--- config.mk ---
export PLATFORM = sky130hd
export DESIGN_NAME = timer8_counter_compare_unit
export DESIGN_NICKNAME = d
export VERILOG_FILES = /design/src/tc8_pkg.sv /design/src/timer8_counter_compare_unit.sv
export SDC_FILE = /design/constraint.sdc
export NUM_CORES = 1
export LEC_CHECK = 0
export BUFFER_PORTS_ARGS = -buffer_cell sky130_fd_sc_hd__buf_2
export CORE_MARGIN = 4
export CORE_UTILIZATION = 60
export CTS_BUF_LIST = sky130_fd_sc_hd__clkbuf_8
export CTS_CLUSTER_DIAMETER = 80
export DETAILED_ROUTE_END_ITERATION = 6
export GPL_ROUTABILITY_DRIVEN = 0
export GPL_TIMING_DRIVEN = 0
export PLACE_DENSITY_LB_ADDON = 0.12
export SYNTH_ARGS = -nofsm -noshare
export SYNTH_HDL_FRONTEND = slang
export SYNTH_SLANG_ARGS = --single-unit
export TNS_END_PERCENT = 30
--- constraint.sdc ---
create_clock -name clk_i -period 3.5 [get_ports clk_i]
set_input_delay 0.7 -clock clk_i [delete_from_list [all_inputs] [get_ports clk_i]]
set_output_delay 0.7 -clock clk_i [all_outputs]
set_load 0.03 [all_outputs]
--- src/tc8_pkg.sv ---
// Package: register map, field layout and modes of the 8-bit timer/counter.
// Assumes a classic Wishbone slave with 32-bit data, byte addresses.
package tc8_pkg;

  // Register byte offsets
  localparam logic [7:0] ctrl_a_off = 8'h00;
  localparam logic [7:0] ctrl_b_off = 8'h04;
  localparam logic [7:0] count_off = 8'h08;
  localparam logic [7:0] cmp_a_off = 8'h0c;
  localparam logic [7:0] cmp_b_off = 8'h10;
  localparam logic [7:0] flag_off = 8'h14;
  localparam logic [7:0] mask_off = 8'h18;
  localparam logic [7:0] async_off = 8'h1c;

  // Field positions in control_reg_a
  localparam int wgm_lo_pos = 0;
  localparam int mode_b_pos = 4;
  localparam int mode_a_pos = 6;
  // Field positions in control_reg_b
  localparam int cs_pos = 0;
  localparam int wgm_hi_pos = 3;
  localparam int force_b_pos = 6;
  localparam int force_a_pos = 7;
  // Flag and mask bit positions
  localparam int ovf_pos = 0;
  localparam int cfa_pos = 1;
  localparam int cfb_pos = 2;
  // async_status_reg bit position
  localparam int as_pos = 5;

  localparam logic [7:0] bottom_val = 8'h00;
  localparam logic [7:0] max_val = 8'hff;
  localparam logic [7:0] reset_val = 8'h00;

  typedef enum logic [2:0] {
    wgm_normal = 3'b000,
    wgm_pc_max = 3'b001,
    wgm_ctc = 3'b010,
    wgm_fast_max = 3'b011,
    wgm_rsv4 = 3'b100,
    wgm_pc_cmp = 3'b101,
    wgm_rsv6 = 3'b110,
    wgm_fast_cmp = 3'b111
  } wgm_t;

  // Compare output modes
  localparam logic [1:0] com_off = 2'h0;
  localparam logic [1:0] com_toggle = 2'h1;
  localparam logic [1:0] com_clear = 2'h2;
  localparam logic [1:0] com_set = 2'h3;

  typedef struct packed {
    logic [7:0] adr;
    logic we;
    logic [31:0] dat;
    logic [3:0] sel;
    logic cyc;
    logic stb;
  } wb_req_t;

endpackage : tc8_pkg

--- src/timer8_counter_compare_unit.sv ---
// 8-bit timer/counter with two compare channels and a Wishbone slave.
// Assumes one clock; external timer clock pins arrive asynchronous.
`timescale 1ns/1ns
module timer8_counter_compare_unit
  import tc8_pkg::*;
(
  input wire logic clk_i,
  input wire logic rst_i,
  input wire tc8_pkg::wb_req_t wb_req_i,
  output logic [31:0] wb_dat_o,
  output logic wb_ack_o,
  input wire logic osc_pin_one_i,
  input wire logic ext_clk_i,
  input wire logic [2:0] irq_ack_i,
  output logic [2:0] irq_o,
  output logic compare_output_a_o,
  output logic compare_output_b_o,
  output logic [1:0] pin_override_o
);
  import tc8_pkg::*;

  // Registers; counter and compares 8 bits
  logic [7:0] ctrl_a_q, cs_q, wgm_hi_q, as_q;
  logic [7:0] counter_value_q, counter_value_d;
  logic [7:0] cmp_a_q, cmp_b_q, buf_a_q, buf_b_q;
  logic [2:0] flag_q, flag_d, mask_q;
  logic oc_a_q, oc_b_q, ack_q, block_q, up_q;
  logic [1:0] osc_sync_q, ext_sync_q;
  logic osc_prev_q, ext_prev_q;
  logic [31:0] rdat_q;

  // Bus decode
  wire logic req = wb_req_i.cyc & wb_req_i.stb & ~ack_q;
  wire logic wr = req & wb_req_i.we & wb_req_i.sel[0];
  wire logic [7:0] wdat = wb_req_i.dat[7:0];
  wire logic wr_ctrl_a = wr && wb_req_i.adr == ctrl_a_off;
  wire logic wr_ctrl_b = wr && wb_req_i.adr == ctrl_b_off;
  wire logic wr_count = wr && wb_req_i.adr == count_off;
  wire logic wr_cmp_a = wr && wb_req_i.adr == cmp_a_off;
  wire logic wr_cmp_b = wr && wb_req_i.adr == cmp_b_off;
  wire logic wr_flag = wr && wb_req_i.adr == flag_off;
  wire logic wr_mask = wr && wb_req_i.adr == mask_off;
  wire logic wr_async = wr && wb_req_i.adr == async_off;

  // mode assembled from two control registers
  wire wgm_t wgm = wgm_t'({wgm_hi_q[0], ctrl_a_q[wgm_lo_pos +: 2]});
  wire logic [1:0] mode_a = ctrl_a_q[mode_a_pos +: 2];
  wire logic [1:0] mode_b = ctrl_a_q[mode_b_pos +: 2];

  function automatic logic is_pwm(input wgm_t m);
    is_pwm = !(m == wgm_normal || m == wgm_ctc);
  endfunction : is_pwm
  function automatic logic dual_slope(input wgm_t m);
    dual_slope = (m == wgm_pc_max || m == wgm_pc_cmp);
  endfunction : dual_slope
  function automatic logic apply_com(input logic [1:0] com,
                                     input logic cur);
    case (com)
      com_toggle: apply_com = ~cur;
      com_clear: apply_com = 1'b0;
      com_set: apply_com = 1'b1;
      default: apply_com = cur;
    endcase
  endfunction : apply_com

  wire logic at_bottom = counter_value_q == bottom_val;
  wire logic at_max = counter_value_q == max_val;
  wire logic top_is_a = wgm == wgm_pc_cmp || wgm == wgm_fast_cmp
                        || wgm == wgm_ctc;
  wire logic [7:0] top_val = top_is_a ? cmp_a_q : max_val;
  wire logic at_top = counter_value_q == top_val;

  // clock source select; zero stops the counter tick
  wire logic osc_rise = osc_sync_q[1] & ~osc_prev_q;
  wire logic ext_rise = ext_sync_q[1] & ~ext_prev_q;
  wire logic ext_fall = ~ext_sync_q[1] & ext_prev_q;
  logic src_tick;
  always_comb begin
    case (cs_q[2:0])
      3'h0: src_tick = 1'b0;
      3'h6: src_tick = ext_fall;
      3'h7: src_tick = ext_rise;
      default: src_tick = 1'b1;
    endcase
  end
  wire logic tick = src_tick && (as_q[as_pos] ? osc_rise : 1'b1);

  // matches, blocked one tick after a counter write
  wire logic match_a = tick && !block_q && counter_value_q == cmp_a_q;
  wire logic match_b = tick && !block_q && counter_value_q == cmp_b_q;

  logic up_d, ovf_set;
  always_comb begin
    counter_value_d = counter_value_q;
    up_d = up_q;
    ovf_set = 1'b0;
    if (tick) begin
      if (dual_slope(wgm)) begin
        if (at_top && up_q) begin
          up_d = 1'b0;
        end else if (at_bottom && !up_q) begin
          up_d = 1'b1;
          ovf_set = 1'b1;
        end
        counter_value_d = up_d ? counter_value_q + 8'h01
                               : counter_value_q - 8'h01;
      end else if (at_top && wgm != wgm_normal) begin
        counter_value_d = bottom_val;
        ovf_set = is_pwm(wgm) || at_max;
      end else begin
        // wrap from max, overflow as count becomes zero
        counter_value_d = counter_value_q + 8'h01;
        ovf_set = at_max;
      end
    end
    if (wr_count) begin
      counter_value_d = wdat;
    end
  end

  always_comb begin
    flag_d = flag_q & ~irq_ack_i;
    if (wr_flag) begin
      flag_d = flag_d & ~wdat[2:0];
    end
    flag_d[ovf_pos] = flag_d[ovf_pos] | ovf_set;
    flag_d[cfa_pos] = flag_d[cfa_pos] | match_a;
    flag_d[cfb_pos] = flag_d[cfb_pos] | match_b;
  end

  // buffered load at top (single slope) or at top while counting up (dual)
  wire logic dbuf = is_pwm(wgm);
  wire logic load_buf = dbuf && tick &&
                        (dual_slope(wgm) ? (at_top && up_q) : at_top);

  wire logic force_a = wr_ctrl_b && wdat[force_a_pos] && !dbuf;
  wire logic force_b = wr_ctrl_b && wdat[force_b_pos] && !dbuf;

  // output state update, mode bits live
  logic oc_a_d, oc_b_d;
  always_comb begin
    oc_a_d = oc_a_q;
    oc_b_d = oc_b_q;
    if (match_a || force_a) begin
      oc_a_d = apply_com(mode_a, oc_a_q);
    end
    if (match_b || force_b) begin
      oc_b_d = apply_com(mode_b, oc_b_q);
    end
  end

  // Read mux; buffer visible when double buffered
  logic [7:0] rd;
  always_comb begin
    case (wb_req_i.adr)
      ctrl_a_off: rd = ctrl_a_q;
      ctrl_b_off: rd = {2'b00, wgm_hi_q[0], cs_q[2:0]} & 8'h0f;
      count_off: rd = counter_value_q;
      cmp_a_off: rd = dbuf ? buf_a_q : cmp_a_q;
      cmp_b_off: rd = dbuf ? buf_b_q : cmp_b_q;
      flag_off: rd = {5'h00, flag_q};
      mask_off: rd = {5'h00, mask_q};
      async_off: rd = as_q;
      default: rd = 8'h00;
    endcase
  end

  always_ff @(posedge clk_i) begin
    if (rst_i) begin
      ctrl_a_q <= reset_val;
      cs_q <= reset_val;
      wgm_hi_q <= reset_val;
      as_q <= reset_val;
      mask_q <= 3'h0;
      flag_q <= 3'h0;
      ack_q <= 1'b0;
      rdat_q <= 32'h0;
    end else begin
      ack_q <= req;
      rdat_q <= {24'h0, rd};
      flag_q <= flag_d;
      if (wr_ctrl_a) ctrl_a_q <= wdat & 8'hf3;
      if (wr_ctrl_b) cs_q <= {5'h00, wdat[cs_pos +: 3]};
      if (wr_ctrl_b) wgm_hi_q <= {7'h00, wdat[wgm_hi_pos]};
      if (wr_mask) mask_q <= wdat[2:0];
      if (wr_async) as_q <= wdat & 8'h20;
    end
  end

  always_ff @(posedge clk_i) begin
    if (rst_i) begin
      counter_value_q <= reset_val;
      up_q <= 1'b1;
      block_q <= 1'b0;
      oc_a_q <= 1'b0;
      oc_b_q <= 1'b0;
    end else begin
      counter_value_q <= counter_value_d;
      up_q <= up_d;
      oc_a_q <= oc_a_d;
      oc_b_q <= oc_b_d;
      // hold block until the next tick consumes it
      if (wr_count) block_q <= 1'b1;
      else if (tick) block_q <= 1'b0;
    end
  end

  always_ff @(posedge clk_i) begin
    if (rst_i) begin
      cmp_a_q <= reset_val;
      cmp_b_q <= reset_val;
      buf_a_q <= reset_val;
      buf_b_q <= reset_val;
    end else begin
      if (wr_cmp_a) buf_a_q <= wdat;
      if (wr_cmp_b) buf_b_q <= wdat;
      if (wr_cmp_a && !dbuf) cmp_a_q <= wdat;
      else if (load_buf) cmp_a_q <= buf_a_q;
      if (wr_cmp_b && !dbuf) cmp_b_q <= wdat;
      else if (load_buf) cmp_b_q <= buf_b_q;
    end
  end

  // Pin synchronisers; first stage feeds only the second
  always_ff @(posedge clk_i) begin
    if (rst_i) begin
      osc_sync_q <= 2'b00;
      ext_sync_q <= 2'b00;
      osc_prev_q <= 1'b0;
      ext_prev_q <= 1'b0;
    end else begin
      osc_sync_q <= {osc_sync_q[0], osc_pin_one_i};
      ext_sync_q <= {ext_sync_q[0], ext_clk_i};
      osc_prev_q <= osc_sync_q[1];
      ext_prev_q <= ext_sync_q[1];
    end
  end

  assign wb_ack_o = ack_q;
  assign wb_dat_o = rdat_q;
  // each request gated by its mask bit
  assign irq_o = flag_q & mask_q;
  assign compare_output_a_o = oc_a_q;
  assign compare_output_b_o = oc_b_q;
  assign pin_override_o = {mode_a != com_off, mode_b != com_off};

  chk_read_ack_one: assert property (@(posedge clk_i) disable iff (rst_i)
    wb_ack_o |=> !wb_ack_o) else $error("ack held two cycles");
  chk_stop_hold: assert property (@(posedge clk_i) disable iff (rst_i)
    (cs_q[2:0] == 3'h0 && !wr_count) |=> $stable(counter_value_q))
    else $error("counter moved while stopped");
  chk_write_prio: assert property (@(posedge clk_i) disable iff (rst_i)
    wr_count |=> counter_value_q == $past(wdat))
    else $error("counter write lost");
  chk_wrap_ovf: assert property (@(posedge clk_i) disable iff (rst_i)
    (tick && wgm == wgm_normal && at_max && !wr_count)
    |=> counter_value_q == 8'h00 && flag_q[ovf_pos])
    else $error("normal wrap wrong");
  chk_block_match: assert property (@(posedge clk_i) disable iff (rst_i)
    (wr_count ##1 (!tick)[*1] ##1 tick) |-> !match_a)
    else $error("blocked match flagged");
  chk_match_flag: assert property (@(posedge clk_i) disable iff (rst_i)
    match_a |=> flag_q[cfa_pos]) else $error("compare flag not set");
  chk_irq_gate: assert property (@(posedge clk_i) disable iff (rst_i)
    irq_o[cfb_pos] |-> mask_q[cfb_pos] && flag_q[cfb_pos])
    else $error("ungated interrupt");
  chk_ctc_clear: assert property (@(posedge clk_i) disable iff (rst_i)
    (tick && wgm == wgm_ctc && at_top && !wr_count) |=> counter_value_q == 0)
    else $error("clear on match failed");
  chk_force_noflag: assert property (@(posedge clk_i)
    disable iff (rst_i)
    (force_a && !match_a && !flag_q[cfa_pos]) |=> !flag_q[cfa_pos])
    else $error("force set flag");

  chk_ovf_flag: assert property (@(posedge clk_i)
    disable iff (rst_i)
    ovf_set |=> flag_q[ovf_pos])
    else $error("overflow flag not set");

  chk_match_flag_b: assert property (@(posedge clk_i)
    disable iff (rst_i)
    match_b |=> flag_q[cfb_pos])
    else $error("compare flag b not set");

  chk_svc_clear: assert property (@(posedge clk_i)
    disable iff (rst_i)
    (irq_ack_i[cfb_pos] && !match_b) |=> !flag_q[cfb_pos])
    else $error("serviced flag not cleared");

  chk_buf_hold: assert property (@(posedge clk_i)
    disable iff (rst_i)
    (dbuf && !load_buf) |=> $stable(cmp_a_q))
    else $error("buffered compare moved off top");

  chk_direct_write: assert property (@(posedge clk_i)
    disable iff (rst_i)
    (wr_cmp_b && !dbuf) |=> cmp_b_q == $past(wdat))
    else $error("direct compare write lost");

  chk_force_out: assert property (@(posedge clk_i)
    disable iff (rst_i)
    (force_b && !match_b && mode_b == com_set) |=> compare_output_b_o)
    else $error("force did not set output");

  chk_mode_keep: assert property (@(posedge clk_i)
    disable iff (rst_i)
    (wr_ctrl_a && !match_a && !force_a) |=> $stable(oc_a_q))
    else $error("output state lost on mode change");

  chk_normal_step: assert property (@(posedge clk_i)
    disable iff (rst_i)
    (tick && wgm == wgm_normal && !wr_count)
    |=> counter_value_q == $past(counter_value_q) + 8'h01)
    else $error("normal mode did not count up");

  chk_fast_wrap: assert property (@(posedge clk_i)
    disable iff (rst_i)
    (tick && wgm == wgm_fast_max && at_max && !wr_count)
    |=> counter_value_q == bottom_val)
    else $error("fast mode did not restart");

  chk_top_cmp: assert property (@(posedge clk_i)
    disable iff (rst_i)
    (tick && wgm == wgm_fast_cmp && at_top && !wr_count)
    |=> counter_value_q == bottom_val)
    else $error("compare top not honoured");

  chk_bottom_turn: assert property (@(posedge clk_i)
    disable iff (rst_i)
    (tick && dual_slope(wgm) && at_bottom && !up_q && !wr_count) |=> up_q)
    else $error("no turn at bottom");

  chk_osc_gate: assert property (@(posedge clk_i)
    disable iff (rst_i)
    (as_q[as_pos] && !osc_rise) |-> !tick)
    else $error("tick without oscillator edge");

  chk_read_upper: assert property (@(posedge clk_i)
    disable iff (rst_i)
    wb_ack_o |-> wb_dat_o[31:8] == 24'h0)
    else $error("upper read bits set");

  chk_mask_ovf: assert property (@(posedge clk_i)
    disable iff (rst_i)
    irq_o[ovf_pos] |-> mask_q[ovf_pos] && flag_q[ovf_pos])
    else $error("ungated overflow request");

endmodule : timer8_counter_compare_unit

; Word-level counts from Yosys, hierarchy flattened
; Index checks and enable logic that the tools add are counted.
[classes]
add_sub_neg = 2
n_mul = 0
n_div = 0
order_cmp = 0
eq_ne = 23
shift = 0
muxes = 30
bitwise_logic = 21
reduce_logical = 48
[op_table]
columns = cell, count
row1 = $mux W8, 12
row2 = $pmux W8 S8, 1
row3 = $eq A8 B5 Y1 const B, 4
row4 = $eq A8 B8 Y1, 3
row5 = $logic_and A1 B1 Y1, 23
row6 = $eq A8 B4 Y1 const B, 2
row7 = $logic_not A8 Y1, 2
row8 = $mux W1, 13
row9 = $eq A3 B3 Y1 const B, 4
row10 = $reduce_bool A2 Y1, 5
row11 = $and A3 B3 Y3, 3
row12 = $pmux W1 S3, 3
row13 = $reduce_bool A3 Y1, 3
row14 = $add A8 B1 Y8 const B, 1
row15 = $eq A2 B2 Y1 const B, 4
row16 = $eq A8 B3 Y1 const B, 1
row17 = $eq A8 B8 Y1 const B, 1
row18 = $sub A8 B1 Y8 const B, 1
row19 = $and A1 B1 Y1, 7
row20 = $logic_or A1 B1 Y1, 7
row21 = $logic_not A3 Y1, 2
row22 = $not A1 Y1, 6
row23 = $not A3 Y3, 2
row24 = $reduce_and A2 Y1, 3
row25 = other kinds (6), 11
[word_totals]
ff_bits = 100
latch_bits = 0
ramBits = 0
mem_bits_ro = 0
input_bits = 54
out_inout_bits = 40
wordCells = 146
mem_count = 0

; Depth between registers and ports, before layout
; Gate-level depths: netlist (run 1).
[depth]
ltp_word = 13
depth_mapped = 9

; Least setup slack after synthesis (run 1)
; Ideal clock, no wire load.
[synth_timing]
kind = input to register
from = input wb_req_i[46] in the netlist's numbering
to = register counter_value_q[3]
arrival_ns = 2.252
required_time_ns = 3.378
slack_ns = 1.126
cell_stages = 7
n_path_buf = 1
path_cell_list = or3_1 or3_1 or3_1 clkbuf_1 o22ai_1 or3_1 o21ai_0
[synth_via]
elab_chain_cells = 3
elab_cells_between_ends = 4
[synth_rtl]
columns = item, line_no
row1 = from (decl), timer8_counter_compare_unit.sv:9  ; input wire tc8_pkg::wb_req_t wb_req_i,
row2 = $eq A8 B4 Y1 (*), timer8_counter_compare_unit.sv:38  ; wire logic wr_count = wr && wb_req_i.adr == count_off;
row3 = $logic_and A1 B1 Y1 (*), timer8_counter_compare_unit.sv:38
row4 = $mux W8 or $reduce_bool A2 Y1 (tied branches), --
row5 = to (signal assigned), timer8_counter_compare_unit.sv:192  ; counter_value_q <= reset_val;
row6 = to (signal assigned), timer8_counter_compare_unit.sv:198  ; counter_value_q <= counter_value_d;
row7 = to (decl), timer8_counter_compare_unit.sv:24  ; logic [7:0] counter_value_q, counter_value_d;
; Mark *: on every way between the ends. The rest lies on a longest branch, timed or not.
; A chain may end at the register's enable or synchronous reset.

; Worst setup path after layout (run 1)
[layout_timing]
from = register counter_value_q[1]
to = register cmp_b_q[6]
[layout_via]
elab_chain_cells = 5
[layout_rtl]
columns = item, line_no
row1 = $eq A8 B8 Y1 (*), timer8_counter_compare_unit.sv:71  ; wire logic at_top = counter_value_q == top_val;
row2 = $logic_and A1 B1 Y1, timer8_counter_compare_unit.sv:134  ; (dual_slope(wgm) ? (at_top && up_q) : at_top);
row3 = $mux W1 (*), timer8_counter_compare_unit.sv:134
row4 = $logic_and A1 B1 Y1 (*), timer8_counter_compare_unit.sv:133  ; wire logic load_buf = dbuf && tick &&
row5 = $reduce_bool A2 Y1 (no source line) (*), --
row6 = to (signal assigned), timer8_counter_compare_unit.sv:211  ; cmp_b_q <= reset_val;
row7 = to (signal assigned), timer8_counter_compare_unit.sv:219  ; if (wr_cmp_b && !dbuf) cmp_b_q <= wdat;
row8 = to (signal assigned), timer8_counter_compare_unit.sv:220  ; else if (load_buf) cmp_b_q <= buf_b_q;
row9 = to (decl), timer8_counter_compare_unit.sv:25  ; logic [7:0] cmp_a_q, cmp_b_q, buf_a_q, buf_b_q;
; Marked as above.

==> summary.md, run 1 <==
| Metric | Value |
|---|---|
| Outcome | finished, final reports clean |
| Fillcell total | around 570 |
| Fin. Hold Viols | 0 |
| Clock Tree Buf Depth | 2 |
| Total power draw | between 1.5 and 2 mW |
| Setup-failing EPs final | 0 |
| Io pins | between 90 and 100 |
| Wire length per cell | around 18 µm |
| Vias | about 4500 |
| Starting DRT DRC Count | slightly below 500 |
| PwrDens | 343 nW/µm² |
| Largest net degree at the start of global routing | 15 |
| CTS tree | done |
| Met3 usage | between 4 and 5% |
| Syn Inst Count | ~560 |
| First-pass GRT wire length | around 21000 µm |
| Area grow syn2layout | 13.7% |
| Async set-reset flop share out of synthesis | 0% |
| HP Class | flip-flop to flip-flop |
| VDD IR max | 0.329 mV |
| Residual DRC | 0 |
| Postcts setup bufs | 0 |
| Mapped cell area | between 4000 and 5000 µm² |
| GRT Overall Usage | a little under a third |
| Final critical-path required period | 2.86 ns |
| Crit-path slowest cell | nor4_2 |
| Sequential area share after synthesis | 34.8% |
| Die extent in y | about 93 µm |
| Initial Util | between 60% and 70% |
| Seq pwr share | 51.2% |
| WS Path Type | flip-flop to flip-flop |
| Max Cap Viol | 0 |
| Hold_ws | ~0.45 ns |
| Seq cells post-synth | 76 |
| Diodes inserted | 0 |
| Switching Share | a little over a quarter |
| Clock sinks | 76 |
| HPWL Detailed | ~10000 µm |
| Max H-tree Level | 3 |
| Met2 global-route usage | approximately 52% |
| Pleak | 1.88 nW |
| Int Pwr | between 1 and 1.5 mW |
| Worst Setup End Kind | flip-flop |
| Clk network pwr share | about two fifths |
| Initial antenna violation count | 0 |
| Critical Path Start Type | flip-flop |
| Crit-path cells | clkbuf_1 -> inv_1 -> nor4_2 -> o2111ai_2 -> nor2_2 -> nand2_2 -> buf_4 -> mux2i_1 -> o2bb2ai_1 |
| Port bufs | 39 |
| Achievable Freq | ~350 MHz |
| Die ar. | between 8000 and 9000 µm² |
| Layout Skew | 0.00959 ns |
| Overflow after GRT | 0 |
| Worst EP arrival | 3.11 ns |
| Die X | around 93 µm |
| Worst EP required | approximately 3.7 ns |
| Vias in the first global route | 4162 |
| Setup TNS | 0 ns |
| RSZ-0062 raised after global routing | false |
| CP peak stage delay | about 0.55 ns |
| Vias per cell | about 6.1 |
| Antenna-violating nets left | 0 |
| Most Crowded Layer GR | met2 |
| Slew headroom | 37.7% |
| Fin crit share | between 80% and 90% |
| Worst path top cell family by delay | simple AND/OR/NAND/NOR gates |
| Yosys warning count | 0 |
| Net Sw Power | between 400 and 500 µW |
| Global Route met1 Usage | 39.2% |
| Hold-fix buffers, CTS | 0 |
| Worst slew pin tran | between 0.9 and 1 ns |
| Post-cts sizing count | 0 |
| Crit Path Max Fanout | 10 |
| Cell row count | 30 |
| Logic pwr share | 8.1% |
| Clock transition at path regs | approximately 0.090 ns |
| Max-slew violation count | 0 |
| Post-Route WL | between 10000 and 15000 µm |
| Post-Synthesis Mean Instance Area | around 8 µm² |
| Core Area | approximately 6900 µm² |
| Worst skew pair latency | ~0.36 ns |
| Primary FF master, synth | dfxtp_1 |
| First-pass DRT Iterations | 7 |
| CTS Buf Count | 9 |
| WP buf/inv | 3 |
| NumNets Final | just under 700 |
| Yosys cell types | 66 |
| Clk Tree Root Cell | clkbuf_8 |
| Share of layout cells above drive strength 1 | between 15 and 20% |
| Number of enable flip-flop cells after synthesis | 0 |
## final cells by class
class / count / area (µm²) / area share, %
well taps: 96 / 120 / 2.41
inverters: 12 / 45.0 / 0.905
flip-flops and latches: 76 / 1520 / 30.6
plain buffers: 58 / 327 / 6.56
multi-input cells: 438 / 2570 / 51.6
clock inverters: 7 / 75.1 / 1.51
repair buffers: 39 / 195 / 3.92
clock buffers: 9 / 124 / 2.49
## cells in the mapped netlist, types with 2 or more instances
cell type  count  share of area, %
and2_1         8               1.1
buf_2          3              0.34
nand3_1       24               2.7
nor2b_1        9               1.3
nor3b_1        2              0.34
buf_4         26               4.5
dfxtp_1       76                35
o21ai_0       10               1.1
a31oi_1        4              0.57
nor2_1        47               4.0
a22oi_1       13               2.2
ha_1           2              0.57
mux2i_1       25               5.7
xnor2_1       12               2.4
nor4bb_1       2              0.46
or3_1          7               1.0
o2bb2ai_1      8               1.6
a311oi_2       3               1.0
o221ai_1       5               1.0
nand2_1       81               7.0
nand4_1        5              0.72
nor3_2         2              0.46
nand2b_1      10               1.4
nand3b_1       4              0.69
o22ai_1        2              0.29
a21boi_0       3              0.51
nor3_1         8              0.92
o2111a_1       2              0.51
a221oi_1       2              0.40
a21oi_1       72               8.2
o21a_1         2              0.34
xor2_1         4              0.80
a32oi_1        2              0.40
inv_1         12               1.0
clkbuf_1      27               2.3
nor4_1         3              0.43
and3_1         5              0.72
## power groups by stage
stage,clock network (mW),logic [mW],registers (mW)
after detailed placement,0,0.133,0.893
after floorplan,0,0.0863,0.897
after global routing,0.728,0.144,0.873
after CTS,0.690,0.134,0.872
after global placement,0,0.132,0.892
final,0.694,0.137,0.872
## cells by family (layout without fill, tap and decap cells)
logic type               after synthesis  count (layout)  share of synthesized area [%]
AO/OA/AOI/OAI                        142             142                           21.5
XOR/XNOR                              16              16                           3.20
adder cells (fa/ha/maj)                2               2                          0.572
buffers and inverters                 70             125                           8.50
flip-flops                            76              76                           34.8
multiplexers                          25              25                           5.72
other                                  1              24                         0.0857
AND/OR/NAND/NOR                      229             229                           25.7
## stage by stage
| step | area, µm² | setup slack, ns | util [%] | instances |
|---|---|---|---|---|
| 6_report | 4970 | 0.635 | 71.6 | 735 |
| 4_1_cts | 4970 | 0.716 | 71.6 | 735 |
| 3_3_place_gp | 4780 | 0.630 | 68.8 | 719 |
| 3_5_place_dp | 4780 | 0.618 | 68.8 | 719 |
| 2_1_floorplan | 4460 | 1.13 | - | 584 |
| 5_1_grt | 4970 | 0.507 | 71.6 | 735 |
## path summary, 6_finish.rpt
check / depth (start not counted) / from / slack [ns] / end
worst max-delay path: 9 / counter_value_q[1] / 0.64 / cmp_b_q[6]
worst min-delay path: 2 / osc_sync_q[1] / 0.45 / osc_prev_q
worst max register to register: 9 / counter_value_q[1] / 0.64 / cmp_b_q[6]
worst min register to register: 2 / osc_sync_q[1] / 0.45 / osc_prev_q
## flip-flops by register name, summed over array words and instances, names as in the netlist, 2 cells and up
| signal | count |
|---|---|
| buf_a_q | 8 |
| buf_b_q | 8 |
| cmp_a_q | 8 |
| cmp_b_q | 8 |
| counter_value_q | 8 |
| wb_dat_o | 8 |
| ctrl_a_q | 6 |
| cs_q | 3 |
| flag_q | 3 |
| mask_q | 3 |
| ext_sync_q | 2 |
| osc_sync_q | 2 |
## layout by cell type (no fill, tap or decap), types with 13 or more instances in the layout
cell type,n
a21oi_1,72
a22oi_1,13
nand3_1,24
nand2_1,81
inv_1,13
mux2i_1,25
buf_2,42
conb_1,24
dfxtp_1,76
nor2_1,47
clkbuf_1,27
buf_4,26
## routing by layer
layer  routed length [µm]  vias to the layer above
li1                     -                     2087
met1                 5110                     2042
met2                 6350                      304
met3                 1490                       57
met4                  534                        0
met5                    0                        -
## worst register-to-register path, delay by kind of cell, from the launching register on
kind	cells	cell delay (ns)
AOI/OAI and AO/OA	2	0.35
buffers and inverters	3	0.84
DFF	1	0.33
muxes	1	0.15
and+or+nand+nor	3	1.07
No activity file was read; power rests on OpenSTA's default activity.
==> run 2: changes to the inputs <==
--- a/config.mk
+++ b/config.mk
@@ -5,9 +5,10 @@
 export SDC_FILE = /design/constraint.sdc
 export NUM_CORES = 1
 export LEC_CHECK = 0
+export ABC_AREA = 1
 export BUFFER_PORTS_ARGS = -buffer_cell sky130_fd_sc_hd__buf_2
 export CORE_MARGIN = 4
-export CORE_UTILIZATION = 60
+export CORE_UTILIZATION = 57
 export CTS_BUF_LIST = sky130_fd_sc_hd__clkbuf_8
 export CTS_CLUSTER_DIAMETER = 80
 export DETAILED_ROUTE_END_ITERATION = 6
==> constraint.sdc (replaced) <==
create_clock -name clk_i -period 3 [get_ports clk_i]
set_input_delay 0.6 -clock clk_i [delete_from_list [all_inputs] [get_ports clk_i]]
set_output_delay 0.6 -clock clk_i [all_outputs]
set_load 0.03 [all_outputs]
==> run 2 against run 1 <==
Net effect: sequential share of layout area fell by 0.90 points; flip-flop and latch count unchanged; count of clock-buffer cells in the layout unchanged; clock power is 12% higher; routed wire length shrank 0.67%; register-to-register slack hardly changed; non-clock buffer count down 5; critical endpoint is now counter_value_q[7]; largest cell class unchanged.
==> summary.md, run 2 <==
| Metric | Value |
|---|---|
| Outcome | finished, final reports clean |
| Number of enable flip-flop cells after synthesis | 0 |
| Crit-path slowest cell | dfxtp_1 |
| Port bufs | roughly 40 |
| Mapped cell area | 4520 µm² |
| Clk Tree Root Cell | clkbuf_8 |
| Area grow syn2layout | 13.5% |
| Achievable Freq | roughly 420 MHz |
| Yosys top cell area share | approximately a third |
| Overflow after GRT | 0 |
| Final worst slack | approximately 0.63 ns |
| HPWL Detailed | around 10000 µm |
| Post-Route WL | roughly 13000 µm |
| Top cells by count, synth | nand2_1 (153), dfxtp_1 (76), a21oi_1 (74), inv_1 (53), o21ai_0 (43) |
| Seq cells post-synth | 76 |
| Io pins | 94 |
| Placement Setup Slack | 0.627 ns |
| Fillcell total | between 700 and 800 |
| Wire length per cell | 16.3 µm |
| Share of layout cells above drive strength 1 | 19.9% |
| Clock sinks | 76 |
| Dpl cell area | between 4000 and 5000 µm² |
| Setup-failing EPs final | 0 |
| Postcts setup bufs | 0 |
| Setup TNS | 0 ns |
| Die extent in y | 97.0 µm |
| Cell row count | 32 |
| Final critical-path required period | 2.37 ns |
| Commonest non-fill, non-tap cell in the layout | nand2_1 |
| Worst EP required | roughly 3.2 ns |
| Max Cap Viol | 0 |
| Post-cts sizing count | 0 |
| Worst skew pair latency | ~0.35 ns |
| CP peak stage delay | 0.58 ns |
| Slew headroom | 55.8% |
| Diodes inserted | 0 |
| Critical Path Start Type | flip-flop |
| WS Path Type | flip-flop to flip-flop |
| Syn Inst Count | between 600 and 700 |
| Starting DRT DRC Count | around 420 |
| First-pass DRT Iterations | 5 |
| Async set-reset flop share out of synthesis | 0% |
| Max-slew violation count | 0 |
| Worst Setup End Kind | flip-flop |
| VDD IR max | 0.244 mV |
| Initial antenna violation count | 0 |
| Crit-path cells | inv_2 -> ha_1 -> nand2_1 -> nor2_2 -> nand4_1 -> nor3_1 -> nor2_1 -> nand2_1 -> nand2_1 -> nand2_1 -> a21oi_1 -> nor2_1 |
| Synth area leader | dfxtp_1 |
| First-pass GRT wire length | between 20000 and 25000 µm |
| Hold-fix buffers, CTS | 0 |
| Vias per cell | ~5.7 |
| Fin crit share | approximately four fifths |
| RSZ-0062 raised after global routing | false |
| Count leader, synth | nand2_1 |
| WP buf/inv | 1 |
| Primary FF master, synth | dfxtp_1 |
| Yosys cell types | 46 |
| Clock transition at path regs | ~0.08 ns |
| HP Class | flip-flop to flip-flop |
| Die ar. | 9410 µm² |
| Most frequent cells in the layout | nand2_1 (153), dfxtp_1 (76), a21oi_1 (74) |
| Final instance area | around 5100 µm² |
| Worst path top cell family by delay | simple AND/OR/NAND/NOR gates |
| Vias in the first global route | between 4000 and 5000 |
| PwrDens | between 300 and 400 nW/µm² |
| Initial Util | ~58% |
| Residual DRC | 0 |
| Layout Skew | 0.0125 ns |
| Total power draw | between 1.5 and 2 mW |
| Cell mode on critical path | nand2_1 |
| Worst slew pin tran | between 0.6 and 0.7 ns |
| CTS tree | done |
| Post-Synthesis Mean Instance Area | 7.03 µm² |
| Core Area | between 7000 and 8000 µm² |
| Fin. Hold Viols | 0 |
| Reg-to-reg slack, setup | 0.63 ns |
| Clock Tree Buf Depth | 2 |
| Yosys warning count | 0 |
| NumNets Final | ~770 |
| Worst EP arrival | 2.60 ns |
| Sequential area share after synthesis | 33.7% |
| Final Util | between 60% and 70% |
| CTS Buf Count | 9 |
| Antenna-violating nets left | 0 |
| Vias | about 4700 |
| Crit Path Max Fanout | 7 |
| GRT Overall Usage | between 20% and 30% |
| Die X | roughly 97 µm |
| Dominant cells by area after synthesis | dfxtp_1 (34%), nand2_1 (13%), a21oi_1 (8.2%), buf_4 (5.6%), o21ai_0 (4.8%) |
| Largest net degree at the start of global routing | 14 |
| Max H-tree Level | 3 |
| Pleak | 2.32 nW |
==> run 2: area by class of cell <==
cell class,count,area (µm²),share of cell area [%]
plain buffers,51,362,7.05
clock buffers,9,124,2.42
clock inverters,6,65.1,1.27
inverters,65,249,4.86
multi-input cells,474,2470,48.2
flip-flops and latches,76,1520,29.7
well taps,102,128,2.49
repair buffers,41,205,4.00
==> run 2: report_power, final <==
group	internal (mW)	leakage, nW	total (mW)	switching, mW
clock	0.381	0.0955	0.777	0.396
combinational	0.0441	1.61	0.153	0.109
sequential	1.01	0.613	1.01	0.00175
==> run 2: per-layer routing <==
layer	vias up	global-route usage [%]	share of wire, %
met5	-	0	0
met4	0	14.8	5.0
met3	59	5.48	11
met2	311	45.5	45
met1	2108	36.7	39
li1	2226	-	-
==> run 2: per-stage QoR <==
step           std cells  hold slack, ns
6_report             824           0.415
2_1_floorplan        666           0.388
5_1_grt              824           0.438
3_3_place_gp         809           0.399
4_1_cts              824           0.420
3_5_place_dp         809           0.408
==> run 2: path summary, 6_finish.rpt <==
kind / cells past startpoint / startpoint / to
worst max-delay path: 12 / counter_value_q[1] / counter_value_q[7]
worst max register to register: 12 / counter_value_q[1] / counter_value_q[7]
worst min register to register: 2 / ext_sync_q[0] / ext_sync_q[1]
worst min-delay path: 2 / ext_sync_q[0] / ext_sync_q[1]
==> run 2: logic make-up (layout without fill, tap and decap cells) <==
family / Yosys count / count (layout) / share of synthesized area, %
AOI/OAI and AO/OA: 168 / 168 / 20.7
and+or+nand+nor: 264 / 264 / 28.3
DFF: 76 / 76 / 33.7
other: 1 / 24 / 0.0830
adders and majority gates: 2 / 2 / 0.554
buffers and inverters: 116 / 172 / 13.5
xor gates and xnor gates: 16 / 16 / 3.10
==> run 2: worst register-to-register path, stage by stage, from the launching register on <==
cell and delay [ns]:
dfxtp_1 0.58, inv_2 0.11, ha_1 0.22, nand2_1 0.09
nor2_2 0.05, nand4_1 0.11, nor3_1 0.06, nor2_1 0.43
nand2_1 0.25, nand2_1 0.12, nand2_1 0.06, a21oi_1 0.13
nor2_1 0.05
==> run 3: changes to the inputs <==
--- a/config.mk
+++ b/config.mk
@@ -5,10 +5,10 @@
 export SDC_FILE = /design/constraint.sdc
 export NUM_CORES = 1
 export LEC_CHECK = 0
-export ABC_AREA = 1
+export ABC_AREA = 0
 export BUFFER_PORTS_ARGS = -buffer_cell sky130_fd_sc_hd__buf_2
 export CORE_MARGIN = 4
-export CORE_UTILIZATION = 57
+export CORE_UTILIZATION = 51
 export CTS_BUF_LIST = sky130_fd_sc_hd__clkbuf_8
 export CTS_CLUSTER_DIAMETER = 80
 export DETAILED_ROUTE_END_ITERATION = 6
==> constraint.sdc (replaced) <==
create_clock -name clk_i -period 2.1 [get_ports clk_i]
set_input_delay 0.42 -clock clk_i [delete_from_list [all_inputs] [get_ports clk_i]]
set_output_delay 0.42 -clock clk_i [all_outputs]
set_load 0.03 [all_outputs]
==> run 3 against run 2 <==
Net effect: the run now ends with negative setup slack left; routed wire length increased by 5.3%; global-route usage decreased by 1.4 points; maximum frequency increased by 1.4%; largest power group unchanged; count of clock-buffer cells in the layout increased by 1; critical path type unchanged; flip-flop and latch count unchanged; via count decreased by 3.2%; critical endpoint unchanged.
==> summary.md, run 3 (synthesis gave the netlist of run 1 again) <==
| Metric | Value |
|---|---|
| Outcome | complete, but fails checks |
| Violated checks | negative setup slack |
| Share of layout cells above drive strength 1 | between 20% and 30% |
| Crit. path cell count | 9 |
| Hold path startpoint | osc_pin_one_i |
| Worst EP arrival | 2.55 ns |
| Worst Setup End Kind | flip-flop |
| Post-Route WL | around 14000 µm |
| Critical Path Start Type | flip-flop |
| Starting DRT DRC Count | 569 |
| Port bufs | 39 |
| Residual DRC | 0 |
| Max-slew violation count | 0 |
| Reg2Reg Depth | 9 |
| Clock transition at path regs | about 0.08 ns |
| Post-Place Cells | between 700 and 800 |
| Vias per cell | ~6 |
| Slew headroom | between 30% and 40% |
| Max Cap Viol | 0 |
| Initial Util | 52.7% |
| Wire length per cell | 18.5 µm |
| First-pass GRT wire length | approximately 21000 µm |
| R2R Path End | counter_value_q[7] |
| Worst EP required | 2.31 ns |
| Most frequent cells in the layout | nand2_1 (78), dfxtp_1 (71), a21oi_1 (69) |
| Overflow after GRT | 0 |
| Dpl cell area | 4800 µm² |
| Io pins | 94 |
| Critical path capture point | counter_value_q[7] |
| CTS tree | done |
| Setup-failing EPs final | 26 |
| Worst skew pair latency | ~0.35 ns |
| Crit-path cells | clkbuf_2 -> inv_1 -> ha_1 -> nand4b_1 -> nor2b_4 -> and4_1 -> nand3_4 -> o211ai_1 -> o221ai_1 |
| Vias in the first global route | roughly 4000 |
| Die ar. | slightly above 10000 µm² |
| Reg-to-reg slack, setup | -0.24 ns |
| Core Area | about 8300 µm² |
| Fillcell total | approximately 700 |
| Diodes inserted | 0 |
| Worst setup path startpoint | counter_value_q[1] |
| Pleak | between 2 and 2.5 nW |
| Vias | around 4600 |
| Initial antenna violation count | 0 |
| Clock Tree Buf Depth | 2 |
| FF-to-FF Start | counter_value_q[1] |
| Crit Path Max Fanout | 7 |
| Clock sinks | 76 |
| Final instance area | 5440 µm² |
| RSZ-0062 raised after global routing | true |
| Clk Tree Root Cell | clkbuf_8 |
| WP buf/inv | 2 |
| Antenna-violating nets left | 0 |
| HPWL Detailed | around 10000 µm |
| Largest net degree at the start of global routing | 13 |
| Area grow syn2layout | 24.3% |
| First-pass DRT Iterations | 5 |
| Cell row count | 33 |
| NumNets Final | 711 |
| VDD IR max | approximately 0.46 mV |
| PwrDens | about 490 nW/µm² |
| GRT Overall Usage | 27.2% |
| Fin crit share | 111% |
| Commonest non-fill, non-tap cell in the layout | nand2_1 |
| Achievable Freq | around 430 MHz |
| Die X | between 100 and 150 µm |
| Finished Layout Cells | between 700 and 800 |
| Multi-input logic area | between 2000 and 3000 µm² |
| Max H-tree Level | 3 |
| Final critical-path required period | roughly 2.3 ns |
| HP Class | input port to flip-flop |
| CP peak stage delay | between 0.3 and 0.4 ns |
| Worst slew pin tran | 0.936 ns |
| Worst path top cell family by delay | simple AND/OR/NAND/NOR gates |
| Crit-path slowest cell | dfxtp_1 |
| Fin. Hold Viols | 0 |
| Die extent in y | just over 100 µm |
| Layout Skew | 0.0129 ns |
| CTS Buf Count | 9 |
| Reg area | 1540 µm² |
| WS Path Type | flip-flop to flip-flop |
| Final Util | approximately two thirds |
| Final worst slack | -0.240 ns |
-- run 3: layout make-up --
class	count	share of cell area, %
plain buffers	54	5.87
clock buffers	10	2.53
clock inverters	5	0.552
inverters	12	0.898
multi-input cells	438	51.6
flip-flops and latches	76	28.2
well taps	105	2.42
repair buffers	64	7.92
-- run 3: worst min-delay path by stage --
stage	end	slack, ns	depth (start not counted)
4_1_cts	osc_sync_q[0]	0.28	2
3_5_place_dp	osc_sync_q[1]	0.43	1
3_3_place_gp	ext_sync_q[1]	0.42	1
6_report	osc_sync_q[0]	0.28	2
2_1_floorplan	osc_prev_q	0.41	2
5_1_grt	osc_sync_q[0]	0.30	2
-- run 3: stage by stage --
step	hold WS (ns)	setup WS, ns	TNS [ns]	total power [mW]
after CTS	0.276	-0.276	-5.47	2.68
after floorplan	0.410	-0.0230	-0.159	1.64
after detailed placement	0.430	-0.595	-22.72	1.71
after global routing	0.303	-0.361	-7.67	2.75
after global placement	0.420	-0.527	-20.15	1.71
final	0.281	-0.240	-4.99	2.68
-- run 3: worst register-to-register path, cell delays in order (launching register included) --
cell and delay (ns):
dfxtp_1 0.34, clkbuf_2 0.27, inv_1 0.18, ha_1 0.29, nand4b_1 0.20, nor2b_4 0.26, and4_1 0.33, nand3_4 0.09
o211ai_1 0.10, o221ai_1 0.13
-- run 3: routing by layer --
layer  vias to the layer above  global-route usage (%)  routed length [µm]
met5                         -                       0                   0
met4                         0                    10.2                 384
met3                        38                    4.08                1230
met2                       243                    43.2                6670
met1                      2144                    37.3                5820
li1                       2129                       -                   -
-- run 3: repair_timing --
item	CTS	global route
hold buffers	0	0
setup endpoints to repair	37	54
pin swaps	12	19
cloned	1	0
gates resized for setup	31	46
setup buffers	10	14
-- run 3: power by group --
part           switching, mW  total [mW]  internal (mW)
registers            0.00514        1.45           1.44
logic                  0.164       0.233         0.0686
clock network          0.544       0.993          0.449
total                  0.714        2.68           1.96
